## src/vsl_pkg.sv

```systemverilog
// Shared constants and types of the Viterbi shift store unit
package vsl_pkg;

  // Store forms carried on the operation port
  typedef enum logic [1:0] {
    VSL_QUAD_LOW  = 2'h0,
    VSL_QUAD_HIGH = 2'h1,
    VSL_PAIR_LOW  = 2'h2,
    VSL_PAIR_HIGH = 2'h3
  } vsl_form_e;

  // Datapath geometry
  localparam int unsigned DATA_W     = 32;
  localparam int unsigned WORD_W     = 16;
  localparam int unsigned NUM_SLOTS  = 4;
  localparam int unsigned SLOT_IDX_W = 2;
  localparam int unsigned AREG_NUM   = 16;
  localparam int unsigned AREG_IDX_W = 4;
  localparam int unsigned ALIGN_LSBS = 3;
  localparam int unsigned PAIR_BIT   = 2;

  // Register port decode
  localparam int unsigned REG_ADDR_W_MIN = 7;
  localparam int unsigned REG_IDX_LSB    = 2;
  localparam int unsigned REG_IDX_W      = 5;
  localparam logic [REG_IDX_W-1:0] REG_IDX_OFFSET = 5'h10;
  localparam logic [REG_IDX_W-1:0] REG_IDX_MODIFIER_CONTROL_REG   = 5'h11;
  localparam logic [REG_IDX_W-1:0] REG_IDX_STATUS = 5'h12;
  localparam logic [REG_IDX_W-1:0] REG_IDX_EXCMOD = 5'h13;

  // Field positions
  localparam int unsigned SR_FLAG0_BIT = 8;
  localparam int unsigned SR_FLAG1_BIT = 9;
  localparam int unsigned SR_FLAG2_BIT = 10;
  localparam int unsigned SR_FLAG3_BIT = 11;
  localparam int unsigned EMR_BIG_BIT  = 16;

  // Reset and fill values
  localparam logic [DATA_W-1:0] REG_RESET = 32'h0;
  localparam logic              FILL_ZERO = 1'b0;
  localparam logic              FILL_ONE  = 1'b1;

endpackage

```

## src/vsl_place_if.sv

```systemverilog
// Word-to-slot placement bundle between the store unit and its placer
`timescale 1ns/10ps
interface vsl_place_if;
  logic [vsl_pkg::NUM_SLOTS-1:0][vsl_pkg::WORD_W-1:0] word;
  logic                                               quad;
  logic                                               big;
  logic                                               slot_hi;
  logic [vsl_pkg::NUM_SLOTS-1:0][vsl_pkg::WORD_W-1:0] slot_data;
  logic [vsl_pkg::NUM_SLOTS-1:0]                      slot_en;

  modport feed  (output word, quad, big, slot_hi,
                 input  slot_data, slot_en);
  modport place (input  word, quad, big, slot_hi,
                 output slot_data, slot_en);
endinterface

```

## src/vsl_store_unit.sv

```systemverilog
// Viterbi shift-left store unit with its address and control registers
//
// Local design decisions: the register addresses and the strobed register port.
`timescale 1ns/10ps
module vsl_store_unit #(
  parameter int unsigned REG_ADDR_W = 7
) (
  // Clock and reset
  input  wire logic                    MCLK,
  input  wire logic                    RESET_N,
  // Register port
  input  wire logic [REG_ADDR_W-1:0]   REG_ADDR,
  input  wire logic [31:0]             REG_WDATA,
  input  wire logic                    REG_WR,
  input  wire logic                    REG_RD,
  output logic      [31:0]             REG_RDATA,
  // Operation issue
  input  wire logic                    OP_VALID,
  input  wire logic [1:0]              OP_FORM,
  input  wire logic                    OP_PREFIX,
  input  wire logic [2:0]              OP_AREG_FIELD,
  // Default source data registers
  input  wire logic [31:0]             SRC_METRIC_A,
  input  wire logic [31:0]             SRC_METRIC_B,
  input  wire logic [31:0]             SRC_CAND_ZERO,
  input  wire logic [31:0]             SRC_CAND_ONE,
  // Upper source data registers
  input  wire logic [31:0]             SRC_HI_METRIC_A,
  input  wire logic [31:0]             SRC_HI_METRIC_B,
  input  wire logic [31:0]             SRC_HI_CAND_ZERO,
  input  wire logic [31:0]             SRC_HI_CAND_ONE,
  // Memory store port
  output logic                         MEM_WR,
  output logic      [31:0]             MEM_ADDR,
  output logic      [63:0]             MEM_WDATA,
  output logic      [3:0]              MEM_HWEN
);

  localparam int unsigned DW = vsl_pkg::DATA_W;
  localparam int unsigned WW = vsl_pkg::WORD_W;
  localparam int unsigned NS = vsl_pkg::NUM_SLOTS;

  if (REG_ADDR_W < vsl_pkg::REG_ADDR_W_MIN) begin : g_bad_width
    $error("REG_ADDR_W too narrow for the register map");
  end

  typedef struct packed {
    logic [vsl_pkg::AREG_NUM-1:0][DW-1:0] areg;
    logic [DW-1:0]                        offset;
    logic [DW-1:0]                        modifier_control_reg;
    logic [DW-1:0]                        status;
    logic [DW-1:0]                        excmod;
    logic [DW-1:0]                        rdata;
    logic                                 mem_wr;
    logic [DW-1:0]                        mem_addr;
    logic [NS-1:0][WW-1:0]                mem_data;
    logic [NS-1:0]                        mem_hwen;
  } vsl_state_s;

  vsl_state_s st_r;
  vsl_state_s st_nxt;

  vsl_pkg::vsl_form_e                 form;
  logic                               is_quad;
  logic                               is_high;
  logic                               big;
  logic [vsl_pkg::AREG_IDX_W-1:0]     op_idx;
  logic [DW-1:0]                      areg_cur;
  logic [DW-1:0]                      areg_sum;
  logic [DW-1:0]                      m_a;
  logic [DW-1:0]                      m_b;
  logic [DW-1:0]                      c0;
  logic [DW-1:0]                      c1;
  logic [WW-1:0]                      h_a;
  logic [WW-1:0]                      h_b;
  logic [WW-1:0]                      hc0;
  logic [WW-1:0]                      hc1;
  logic [1:0]                         pick;
  logic [1:0][WW-1:0]                 sh;
  logic [vsl_pkg::REG_IDX_W-1:0]      reg_idx;
  logic                               reg_hit;

  vsl_place_if pl ();

  // Operation decode
  assign form    = vsl_pkg::vsl_form_e'(OP_FORM);
  assign is_quad = (form == vsl_pkg::VSL_QUAD_LOW) ||
                   (form == vsl_pkg::VSL_QUAD_HIGH);
  assign is_high = (form == vsl_pkg::VSL_QUAD_HIGH) ||
                   (form == vsl_pkg::VSL_PAIR_HIGH);
  assign big     = st_r.excmod[vsl_pkg::EMR_BIG_BIT];
  assign op_idx  = {OP_PREFIX, OP_AREG_FIELD};
  assign areg_cur = st_r.areg[op_idx];
  // Modifier modes other than linear are not modelled here
  assign areg_sum = areg_cur + st_r.offset;

  // Source set selection; sources are only ever read
  assign m_a = OP_PREFIX ? SRC_HI_METRIC_A  : SRC_METRIC_A;
  assign m_b = OP_PREFIX ? SRC_HI_METRIC_B  : SRC_METRIC_B;
  assign c0  = OP_PREFIX ? SRC_HI_CAND_ZERO : SRC_CAND_ZERO;
  assign c1  = OP_PREFIX ? SRC_HI_CAND_ONE  : SRC_CAND_ONE;

  // Half selection
  assign h_a = is_high ? m_a[DW-1:WW] : m_a[WW-1:0];
  assign h_b = is_high ? m_b[DW-1:WW] : m_b[WW-1:0];
  assign hc0 = is_high ? c0[DW-1:WW]  : c0[WW-1:0];
  assign hc1 = is_high ? c1[DW-1:WW]  : c1[WW-1:0];

  // Path flags; zero-fill word uses flag 0 or 1, one-fill uses 2 or 3
  assign pick[0] = is_high ? st_r.status[vsl_pkg::SR_FLAG1_BIT]
                           : st_r.status[vsl_pkg::SR_FLAG0_BIT];
  assign pick[1] = is_high ? st_r.status[vsl_pkg::SR_FLAG3_BIT]
                           : st_r.status[vsl_pkg::SR_FLAG2_BIT];

  genvar g;
  generate
    for (g = 0; g < 2; g++) begin : g_shift
      vsl_shift_pick u_pick (
        .cand_zero (hc0),
        .cand_one  (hc1),
        .pick_one  (pick[g]),
        .fill      ((g == 0) ? vsl_pkg::FILL_ZERO : vsl_pkg::FILL_ONE),
        .shifted   (sh[g])
      );
    end
  endgenerate

  // Word assembly: quad has metrics first, pair only the shifted words
  always_comb begin
    if (is_quad) begin
      pl.word = {sh[1], sh[0], h_b, h_a};
    end else begin
      pl.word = {{WW{1'b0}}, {WW{1'b0}}, sh[1], sh[0]};
    end
  end
  assign pl.quad    = is_quad;
  assign pl.big     = big;
  // Quad ignores the pair bit; a misaligned base is software's fault
  assign pl.slot_hi = areg_cur[vsl_pkg::PAIR_BIT];

  vsl_slot_place u_place (
    .pl (pl)
  );

  // Register decode
  assign reg_idx = REG_ADDR[vsl_pkg::REG_IDX_LSB +: vsl_pkg::REG_IDX_W];
  // Shift, not part-select: at the minimum width nothing lies above
  assign reg_hit = (REG_ADDR[vsl_pkg::REG_IDX_LSB-1:0] == 2'h0) &&
                   ((REG_ADDR >> (vsl_pkg::REG_IDX_LSB +
                                  vsl_pkg::REG_IDX_W)) == '0);

  always_comb begin
    st_nxt = st_r;
    st_nxt.rdata  = '0;
    st_nxt.mem_wr = 1'b0;
    // Software writes first so an operation's post-update wins
    if (REG_WR && reg_hit) begin
      if (reg_idx < vsl_pkg::REG_IDX_W'(vsl_pkg::AREG_NUM)) begin
        st_nxt.areg[reg_idx[vsl_pkg::AREG_IDX_W-1:0]] = REG_WDATA;
      end else begin
        unique case (reg_idx)
          vsl_pkg::REG_IDX_OFFSET: st_nxt.offset = REG_WDATA;
          vsl_pkg::REG_IDX_MODIFIER_CONTROL_REG:   st_nxt.modifier_control_reg   = REG_WDATA;
          vsl_pkg::REG_IDX_STATUS: st_nxt.status = REG_WDATA;
          vsl_pkg::REG_IDX_EXCMOD: st_nxt.excmod = REG_WDATA;
          default:                 st_nxt.offset = st_r.offset;
        endcase
      end
    end
    // Unmapped reads answer zero
    if (REG_RD && reg_hit) begin
      if (reg_idx < vsl_pkg::REG_IDX_W'(vsl_pkg::AREG_NUM)) begin
        st_nxt.rdata = st_r.areg[reg_idx[vsl_pkg::AREG_IDX_W-1:0]];
      end else begin
        unique case (reg_idx)
          vsl_pkg::REG_IDX_OFFSET: st_nxt.rdata = st_r.offset;
          vsl_pkg::REG_IDX_MODIFIER_CONTROL_REG:   st_nxt.rdata = st_r.modifier_control_reg;
          vsl_pkg::REG_IDX_STATUS: st_nxt.rdata = st_r.status;
          vsl_pkg::REG_IDX_EXCMOD: st_nxt.rdata = st_r.excmod;
          default:                 st_nxt.rdata = '0;
        endcase
      end
    end
    if (OP_VALID) begin
      st_nxt.mem_wr   = 1'b1;
      st_nxt.mem_addr = {areg_cur[DW-1:vsl_pkg::ALIGN_LSBS],
                         {vsl_pkg::ALIGN_LSBS{1'b0}}};
      st_nxt.mem_data = pl.slot_data;
      st_nxt.mem_hwen = pl.slot_en;
      st_nxt.areg[op_idx] = areg_sum;
    end
  end

  always_ff @(posedge MCLK) begin
    if (!RESET_N) begin
      st_r <= '0;
      st_r.offset <= vsl_pkg::REG_RESET;
      st_r.status <= vsl_pkg::REG_RESET;
      st_r.excmod <= vsl_pkg::REG_RESET;
    end else begin
      st_r <= st_nxt;
    end
  end

  assign REG_RDATA = st_r.rdata;
  assign MEM_WR    = st_r.mem_wr;
  assign MEM_ADDR  = st_r.mem_addr;
  assign MEM_WDATA = st_r.mem_data;
  assign MEM_HWEN  = st_r.mem_hwen;

  // Checks
  chk_quad_low_order: assert property (
    @(posedge MCLK) disable iff (!RESET_N)
    OP_VALID && form == vsl_pkg::VSL_QUAD_LOW && !big |=>
      MEM_WR && st_r.mem_data[0] == $past(m_a[WW-1:0]) &&
      st_r.mem_data[1] == $past(m_b[WW-1:0]))
    else $error("quad low metric words misplaced");

  chk_fill_bits: assert property (
    @(posedge MCLK) disable iff (!RESET_N)
    OP_VALID && is_quad && !big |=>
      st_r.mem_data[2][0] == vsl_pkg::FILL_ZERO &&
      st_r.mem_data[3][0] == vsl_pkg::FILL_ONE)
    else $error("shift fill bit wrong");

  chk_word2_pick: assert property (
    @(posedge MCLK) disable iff (!RESET_N)
    OP_VALID && form == vsl_pkg::VSL_QUAD_LOW && !big |=>
      st_r.mem_data[2][WW-1:1] == ($past(st_r.status[vsl_pkg::SR_FLAG0_BIT]) ?
        $past(hc1[WW-2:0]) : $past(hc0[WW-2:0])))
    else $error("quad low word 2 picked wrong candidate");

  chk_word3_pick: assert property (
    @(posedge MCLK) disable iff (!RESET_N)
    OP_VALID && form == vsl_pkg::VSL_QUAD_LOW && !big |=>
      st_r.mem_data[3][WW-1:1] == ($past(st_r.status[vsl_pkg::SR_FLAG2_BIT]) ?
        $past(hc1[WW-2:0]) : $past(hc0[WW-2:0])))
    else $error("quad low word 3 picked wrong candidate");

  chk_high_halves: assert property (
    @(posedge MCLK) disable iff (!RESET_N)
    OP_VALID && form == vsl_pkg::VSL_QUAD_HIGH && !big |=>
      st_r.mem_data[0] == $past(m_a[DW-1:WW]) &&
      st_r.mem_data[3][WW-1:1] == ($past(st_r.status[vsl_pkg::SR_FLAG3_BIT]) ?
        $past(c1[DW-2:WW]) : $past(c0[DW-2:WW])))
    else $error("quad high word wrong");

  chk_pair_low: assert property (
    @(posedge MCLK) disable iff (!RESET_N)
    OP_VALID && form == vsl_pkg::VSL_PAIR_LOW && !big &&
    !areg_cur[vsl_pkg::PAIR_BIT] |=>
      MEM_HWEN == 4'h3 && st_r.mem_data[1][0] == vsl_pkg::FILL_ONE &&
      st_r.mem_data[0][WW-1:1] == ($past(st_r.status[vsl_pkg::SR_FLAG0_BIT]) ?
        $past(c1[WW-2:0]) : $past(c0[WW-2:0])))
    else $error("pair low store wrong");

  chk_pair_high: assert property (
    @(posedge MCLK) disable iff (!RESET_N)
    OP_VALID && form == vsl_pkg::VSL_PAIR_HIGH && !big &&
    areg_cur[vsl_pkg::PAIR_BIT] |=>
      MEM_HWEN == 4'hc &&
      st_r.mem_data[3][WW-1:1] == ($past(st_r.status[vsl_pkg::SR_FLAG3_BIT]) ?
        $past(c1[DW-2:WW]) : $past(c0[DW-2:WW])))
    else $error("pair high store wrong");

  chk_big_swap: assert property (
    @(posedge MCLK) disable iff (!RESET_N)
    OP_VALID && form == vsl_pkg::VSL_QUAD_LOW &&
    st_r.excmod[vsl_pkg::EMR_BIG_BIT] |=>
      st_r.mem_data[1] == $past(m_a[WW-1:0]) &&
      st_r.mem_data[0] == $past(m_b[WW-1:0]) &&
      st_r.mem_data[3][0] == vsl_pkg::FILL_ZERO)
    else $error("big endian word order wrong");

  chk_post_update: assert property (
    @(posedge MCLK) disable iff (!RESET_N)
    OP_VALID |=> st_r.areg[$past(op_idx)] == $past(areg_sum))
    else $error("address register not post-updated");

  chk_one_store: assert property (
    @(posedge MCLK) disable iff (!RESET_N)
    MEM_WR |-> $past(OP_VALID) && MEM_ADDR[2:0] == 3'h0 &&
      MEM_HWEN != 4'h0)
    else $error("store not single aligned pulse");

  chk_quad_high_rest: assert property (
    @(posedge MCLK) disable iff (!RESET_N)
    OP_VALID && form == vsl_pkg::VSL_QUAD_HIGH && !big |=>
      st_r.mem_data[1] == $past(m_b[DW-1:WW]) &&
      st_r.mem_data[2] ==
        {($past(st_r.status[vsl_pkg::SR_FLAG1_BIT]) ? $past(c1[DW-2:WW]) :
          $past(c0[DW-2:WW])), vsl_pkg::FILL_ZERO})
    else $error("quad high words 1 or 2 wrong");

  chk_flag_source: assert property (
    @(posedge MCLK) disable iff (!RESET_N)
    OP_VALID && form == vsl_pkg::VSL_PAIR_LOW && !big &&
    !areg_cur[vsl_pkg::PAIR_BIT] && c0[WW-2:0] != c1[WW-2:0] |=>
      (st_r.mem_data[1][WW-1:1] == $past(c1[WW-2:0])) ==
        $past(st_r.status[vsl_pkg::SR_FLAG2_BIT]))
    else $error("path flag 2 not taken from its status bit");

  chk_pair_big: assert property (
    @(posedge MCLK) disable iff (!RESET_N)
    OP_VALID && form == vsl_pkg::VSL_PAIR_HIGH && big &&
    !areg_cur[vsl_pkg::PAIR_BIT] |=>
      MEM_HWEN == 4'h3 && st_r.mem_data[0][0] == vsl_pkg::FILL_ONE &&
      st_r.mem_data[1][0] == vsl_pkg::FILL_ZERO)
    else $error("big endian pair order wrong");

  chk_ctrl_untouched: assert property (
    @(posedge MCLK) disable iff (!RESET_N)
    OP_VALID && !REG_WR |=>
      $stable(st_r.offset) && $stable(st_r.modifier_control_reg) &&
      $stable(st_r.status) && $stable(st_r.excmod))
    else $error("operation changed a control register");

  chk_upper_sources: assert property (
    @(posedge MCLK) disable iff (!RESET_N)
    OP_VALID && OP_PREFIX && form == vsl_pkg::VSL_QUAD_LOW && !big |=>
      st_r.mem_data[0] == $past(SRC_HI_METRIC_A[WW-1:0]) &&
      st_r.mem_data[1] == $past(SRC_HI_METRIC_B[WW-1:0]))
    else $error("prefix did not pick upper metric set");

  chk_quad_enables: assert property (
    @(posedge MCLK) disable iff (!RESET_N)
    OP_VALID && is_quad |=> MEM_WR && MEM_HWEN == 4'hf)
    else $error("quad store must enable all halfwords");

  chk_prefix_index: assert property (
    @(posedge MCLK) disable iff (!RESET_N)
    OP_VALID && OP_PREFIX |=>
      MEM_ADDR[DW-1:vsl_pkg::ALIGN_LSBS] ==
        $past(st_r.areg[{1'b1, OP_AREG_FIELD}][DW-1:vsl_pkg::ALIGN_LSBS]))
    else $error("prefix did not select an upper address register");

endmodule

```

## src/vsl_shift_pick.sv

```systemverilog
// Candidate select and one-bit left shift with programmable fill
`timescale 1ns/10ps
module vsl_shift_pick (
  // Candidate halves
  input  wire logic [vsl_pkg::WORD_W-1:0] cand_zero,
  input  wire logic [vsl_pkg::WORD_W-1:0] cand_one,
  // Control
  input  wire logic                       pick_one,
  input  wire logic                       fill,
  // Result
  output logic      [vsl_pkg::WORD_W-1:0] shifted
);

  logic [vsl_pkg::WORD_W-1:0] picked;

  always_comb begin
    picked  = pick_one ? cand_one : cand_zero;
    shifted = {picked[vsl_pkg::WORD_W-2:0], fill};
  end

endmodule

```

## src/vsl_slot_place.sv

```systemverilog
// Maps store words onto halfword slots of one aligned memory line
`timescale 1ns/10ps
module vsl_slot_place (
  // Placement bundle
  vsl_place_if.place pl
);

  genvar s;
  generate
    for (s = 0; s < vsl_pkg::NUM_SLOTS; s++) begin : g_slot
      localparam logic [vsl_pkg::SLOT_IDX_W-1:0] SLOT =
        vsl_pkg::SLOT_IDX_W'(s);
      logic [vsl_pkg::SLOT_IDX_W-1:0] base;
      logic [vsl_pkg::SLOT_IDX_W-1:0] rel;
      logic [vsl_pkg::SLOT_IDX_W-1:0] widx;
      // A pair sits in the lower or upper half of the line
      assign base = pl.quad ? 2'h0 : {pl.slot_hi, 1'b0};
      assign rel  = SLOT - base;
      // Big endian swaps the two words of each long word
      assign widx = pl.big ? (rel ^ 2'h1) : rel;
      assign pl.slot_data[s] = pl.word[widx];
      assign pl.slot_en[s]   = pl.quad | (SLOT[1] == pl.slot_hi);
    end
  endgenerate

endmodule

```

## config.mk

```make
export PLATFORM = sky130hd
export DESIGN_NAME = vsl_store_unit
export DESIGN_NICKNAME = d
export VERILOG_FILES = /design/src/vsl_pkg.sv /design/src/vsl_place_if.sv /design/src/vsl_store_unit.sv /design/src/vsl_shift_pick.sv /design/src/vsl_slot_place.sv
export SDC_FILE = /design/constraint.sdc
export NUM_CORES = 2
export LEC_CHECK = 0
export ABC_AREA = 1
export BUFFER_PORTS_ARGS = -buffer_cell sky130_fd_sc_hd__clkbuf_2
export CAP_MARGIN = 40
export CORE_ASPECT_RATIO = 1.5
export CORE_UTILIZATION = 45
export CTS_BUF_LIST = sky130_fd_sc_hd__clkbuf_16
export DETAILED_ROUTE_END_ITERATION = 10
export HOLD_SLACK_MARGIN = 0.12
export PLACE_DENSITY = 0.6
export SLEW_MARGIN = 0
export SYNTH_ARGS = -nofsm -noshare
export SYNTH_HDL_FRONTEND = slang
export SYNTH_HIERARCHICAL = 1
export SYNTH_SLANG_ARGS = --single-unit
```

## constraint.sdc

```tcl
create_clock -name MCLK -period 5.9 [get_ports MCLK]
set_clock_uncertainty 0.15 [all_clocks]
set_input_delay 1.18 -clock MCLK [delete_from_list [all_inputs] [get_ports MCLK]]
set_output_delay 1.18 -clock MCLK [all_outputs]
set_load 0.01 [all_outputs]
```

* Word-level counts from Yosys, hierarchy flattened
Index checks and enable logic that the tools add are counted.
** Word-level totals
- Register bits :: 769
- Bits of input ports :: 306
- Output and inout port bits :: 133
- Logic and storage cells :: 116
** Operators by class
- Add/subtract/negate cells :: 5
- Order comparisons :: 9
- Eq/ne operators :: 6
- Multiplexer cells :: 47
- Bitwise gates (word level) :: 8
- Reduce and logical (&&, ||, !) cells :: 13
** Operators with widths (count)
- 512-bit bitwise mux :: 2
- 512-bit two-way mux :: 2
- 640-bit two-way mux :: 1
- 32-bit two-way mux :: 11
- 32-bit binary-select mux with 4-bit select :: 2
- 32-bit demux with 4-bit select :: 2
- 16-bit binary-select mux with 2-bit select :: 4
- 128-bit two-way mux :: 1
- 32-bit case mux with 4 select lines :: 1
- 101-bit two-way mux :: 1
- 16-bit two-way mux :: 6
- 64-bit two-way mux :: 1
- 31-bit two-way mux :: 2
- 15-bit two-way mux :: 4
- 32-bit adder :: 1
- 5-bit equality test, second input constant :: 4
- 2-bit by 3-bit less-than comparator with 1-bit output, second input constant :: 4
- 3-bit AND reduction :: 4
- 4-bit by 5-bit less-than comparator with 1-bit output, second input constant :: 2
- 4-bit by 1-bit greater-or-equal comparator with 1-bit output, second input constant :: 2
- 1-bit two-way mux :: 6
- 1-bit inverter :: 6
- 5-bit less-than comparator, second input constant :: 1
- 1-bit logical AND :: 4
- other kinds (9) :: 14

* Logic depth before layout (Yosys ltp)
- Depth in word-level cells :: 9
- Gate-level depth with buffers :: 27
- Depth with buffers taken out :: 22

* By module
The synthesis kept the hierarchy.
** By module, submodules not included
- vsl_store_unit :: instances 1, cells each 7224, area an instance 46763.6 um2
- vsl_slot_place :: instances 1, cells each 418, area an instance 1785.5 um2
- vsl_shift_pick :: instances 2, cells each 50, area an instance 240.2 um2

* Worst setup path after synthesis
No wires, ideal clock.
- Path type :: input -> register
- Start point :: input port OP_AREG_FIELD[1]
- End point :: register st_r[547] (netlist name)
- Setup time :: 109 ps
- Arrival time :: 4252 ps
- Required time :: 5641 ps
- Path slack :: 1389 ps
- Stages on the path :: 26
- Cell sequence :: buf_2 > nand2_1 > inv_1 > buf_2 > buf_2 > buf_2 > a22oi_1 > o221ai_1 > nand2_1 > nand4_1 > ha_1 > inv_1 > fa_1 > inv_1 > nand2_1 > o21ai_2 > nand2_1 > nand2_1 > nand2_1 > nand2_1 > nand2_1 > nand3_1 > buf_2 > nand3_1 > nand2_1 > inv_1
** On the way
- Longest elaborated chain between the ends :: 6
- Elaborated cells between the ends (all ways) :: 10
- Those cells by class :: add/sub: 1; order compare: 2; mux: 6; reduce/logical: 1
** RTL lines
- start, declared :: line vsl_store_unit.sv:21 : input wire logic [2:0] OP_AREG_FIELD,
- branches (longest 4 deep; another with 32-bit adder)
- 512-bit bitwise mux * :: line vsl_store_unit.sv:190 : st_nxt.areg[op_idx] = areg_sum;
- 512-bit two-way mux * :: line vsl_store_unit.sv:184 : if (OP_VALID) begin
- end signal, assigned :: line vsl_store_unit.sv:201 : st_r <= st_nxt;
- end, declared :: line vsl_store_unit.sv:60 : vsl_state_s st_r;
Every way passes the cells marked *. The select of a mux whose other input is x is not followed.
A chain may end at the register's enable or synchronous reset.

* Worst setup path after layout
- Start point :: input port OP_AREG_FIELD[0]
- End point :: register st_r[737] (netlist name)
Same word-level chain as after synthesis.

==> impl_metrics.env <==
export IMPL_core_area_um2=107000
export IMPL_rsz0062_at_grt="false"
export IMPL_wire_per_inst_um=27.1
export IMPL_place_ws_ns=0.294
export IMPL_grt_pass1_vias=51100
export IMPL_clk_latency_ns=0.72
export IMPL_placementRows=147
export IMPL_cts_resized=0
export IMPL_syn_area_per_cell_um2=6.33
export IMPL_path_class="primary input to register"
export IMPL_drc=0
export IMPL_antenna_found_initial=16
export IMPL_start_util_pct=45.6
export IMPL_drive_gt1_share_pct=11.2
export IMPL_ir_worst_vdd_mv=0.205
export IMPL_maxCapViolations=0
export IMPL_clk_pin_slew_worst_paths_ns=0.06
export IMPL_finalSetupViolations=0
export IMPL_postCtsSetupBuffers=0
export IMPL_cpLargestDelayFamily="simple AND/OR/NAND/NOR gates"
export IMPL_path_common_cell="nand2_1"
export IMPL_ant_nets=0
export IMPL_dp_hpwl_um=163000
export IMPL_area_delta_synth_final_pct=10.6
export IMPL_p_leak_nw=26.0
export IMPL_setup_tns_ns=0
export IMPL_worstMarginPinSlew_ns=0.996
export IMPL_grt_use_total_pct=43.4
export IMPL_holdBufCountCts=0
export IMPL_cpPeakStageDelay_ns=0.42
export IMPL_place_area_um2=51700
export IMPL_startpoint_type="primary input"
export IMPL_tritoncts="done"
export IMPL_final_nets=8044
export IMPL_power_density_nw_per_um2=227
export IMPL_clockRootBuffer="clkbuf_16"
export IMPL_fin_ws_ns=0.780
export IMPL_cp_end_kind="register"
export IMPL_slew_violations=0
export IMPL_grt_max_degree=198
export IMPL_min_period_ns=5.12
export IMPL_crit_path_cell_trace="clkbuf_2 > nand2_1 > inv_4 > buf_12 > buf_4 > a22oi_1 > nand2_1 > nand2_1 > nand4_1 > ha_1 > inv_1 > fa_1 > inv_1 > nand2_1 > o21ai_2 > nand2_1 > nand3_1 > nand3_1 > nand3_1 > buf_12 > nand3_1 > nand2_1 > inv_1"
export IMPL_instances_no_fill=9193
export IMPL_fp_dieH_um=406
export IMPL_fillers=11200
export IMPL_first_pass_iters=7
export IMPL_dr_total_vias=56400
export IMPL_clk_path_buf_depth=3
export IMPL_hold_viol_final=0
export IMPL_totalWireLength_um=249000
export IMPL_ys_warn_count=6
export IMPL_fmax_mhz=195
export IMPL_maxSlewHeadroom_pct=33.6
export IMPL_holdWs_ns=0.301
export IMPL_overflow=0
export IMPL_die_area_um2=110000
export IMPL_outcome="finished clean"
export IMPL_cts_buffers=81
export IMPL_vias_per_cell=6.14
export IMPL_numClockSinks=770
export IMPL_path_max_fanout=34
export IMPL_htree_levels=3
export IMPL_gp_congestion=1.04
export IMPL_p_total_mw=12.3
export IMPL_period_share_pct=86.8
export IMPL_grt_first_pass_wirelength_um=350000
export IMPL_crit_slowest_cell="fa_1"
export IMPL_fp_dieW_um=271
export IMPL_dp_cells=9034
export IMPL_netlist_instances=7732
export IMPL_final_cell_area_um2=54200
export IMPL_netlist_area_um2=49000
export IMPL_io_pins=439
export IMPL_cp_arrival_ns=5.57
export IMPL_critPathBufInv=8
export IMPL_utilization_pct=50.4
export IMPL_hp_class="register to register"
export IMPL_drt_iter0_drc=8329
export IMPL_crit_required_ns=6.35
export IMPL_port_buffers=427
layout make-up:
type | count | area (µm²) | share of cell area, %
Clock inverter | 66 | 415 | 0.767
Inverter | 945 | 3570 | 6.59
Tap cell | 1415 | 1770 | 3.27
Antenna cell | 8 | 20.0 | 0.0369
Clock buffer | 81 | 2030 | 3.74
Sequential cell | 770 | 15400 | 28.5
Timing Repair Buffer | 653 | 4560 | 8.41
Multi-Input combinational cell | 5255 | 26400 | 48.7
cell usage in the layout, fill, tap and decap left out, drive strengths merged, types with 8 or more instances in the layout:
cell type     n
nand4        26
diode         8
dfxtp       770
o221ai       12
xor2         10
o21bai       63
clkbuf      505
or2          45
o21ai       783
buf         229
nand3       475
a221oi       57
inv         959
nor3          8
ha           31
clkinv       50
a21oi       687
o211ai      154
nor2        538
a211oi       29
a22o         11
mux2i        14
a31oi        45
a22oi       466
o22ai        31
nand2      1754
power by group:
group / switching, mW / internal, mW
combinational: 1.34 / 0.503
clock: 2.43 / 2.60
sequential: 0.0969 / 5.33
sequential cells by signal, indices dropped and copies added, names as in the netlist:
name and flops:
st_r 639, MEM_WDATA 64, MEM_HWEN 4, big 1
MEM_ADDR 29, MEM_WR 1, REG_RDATA 32
path summary, 6_finish.rpt:
check,start,end,slack (ns),cells after the start
setup / recovery,OP_AREG_FIELD[0],st_r[737],0.78,23
hold / removal,st_r[141],st_r[141],0.30,2
setup reg to reg,st_r[744],st_r[737],1.81,18
hold reg to reg,st_r[141],st_r[141],0.30,2
tightest hold or removal path, cell delays in order, from the launching register on:
cell and delay, ns:
dfxtp_1 0.31, inv_1 0.05, a21oi_1 0.05
per-layer routing:
metal / GRT usage [%] / up-vias / share of wire, %
met5: 0 / - / 0.027
met4: 37.6 / 8 / 10
met3: 11.8 / 1104 / 12
met2: 69.0 / 4010 / 44
met1: 47.8 / 25900 / 34
li1: - / 25500 / -
(Power assumes the default switching activity.)
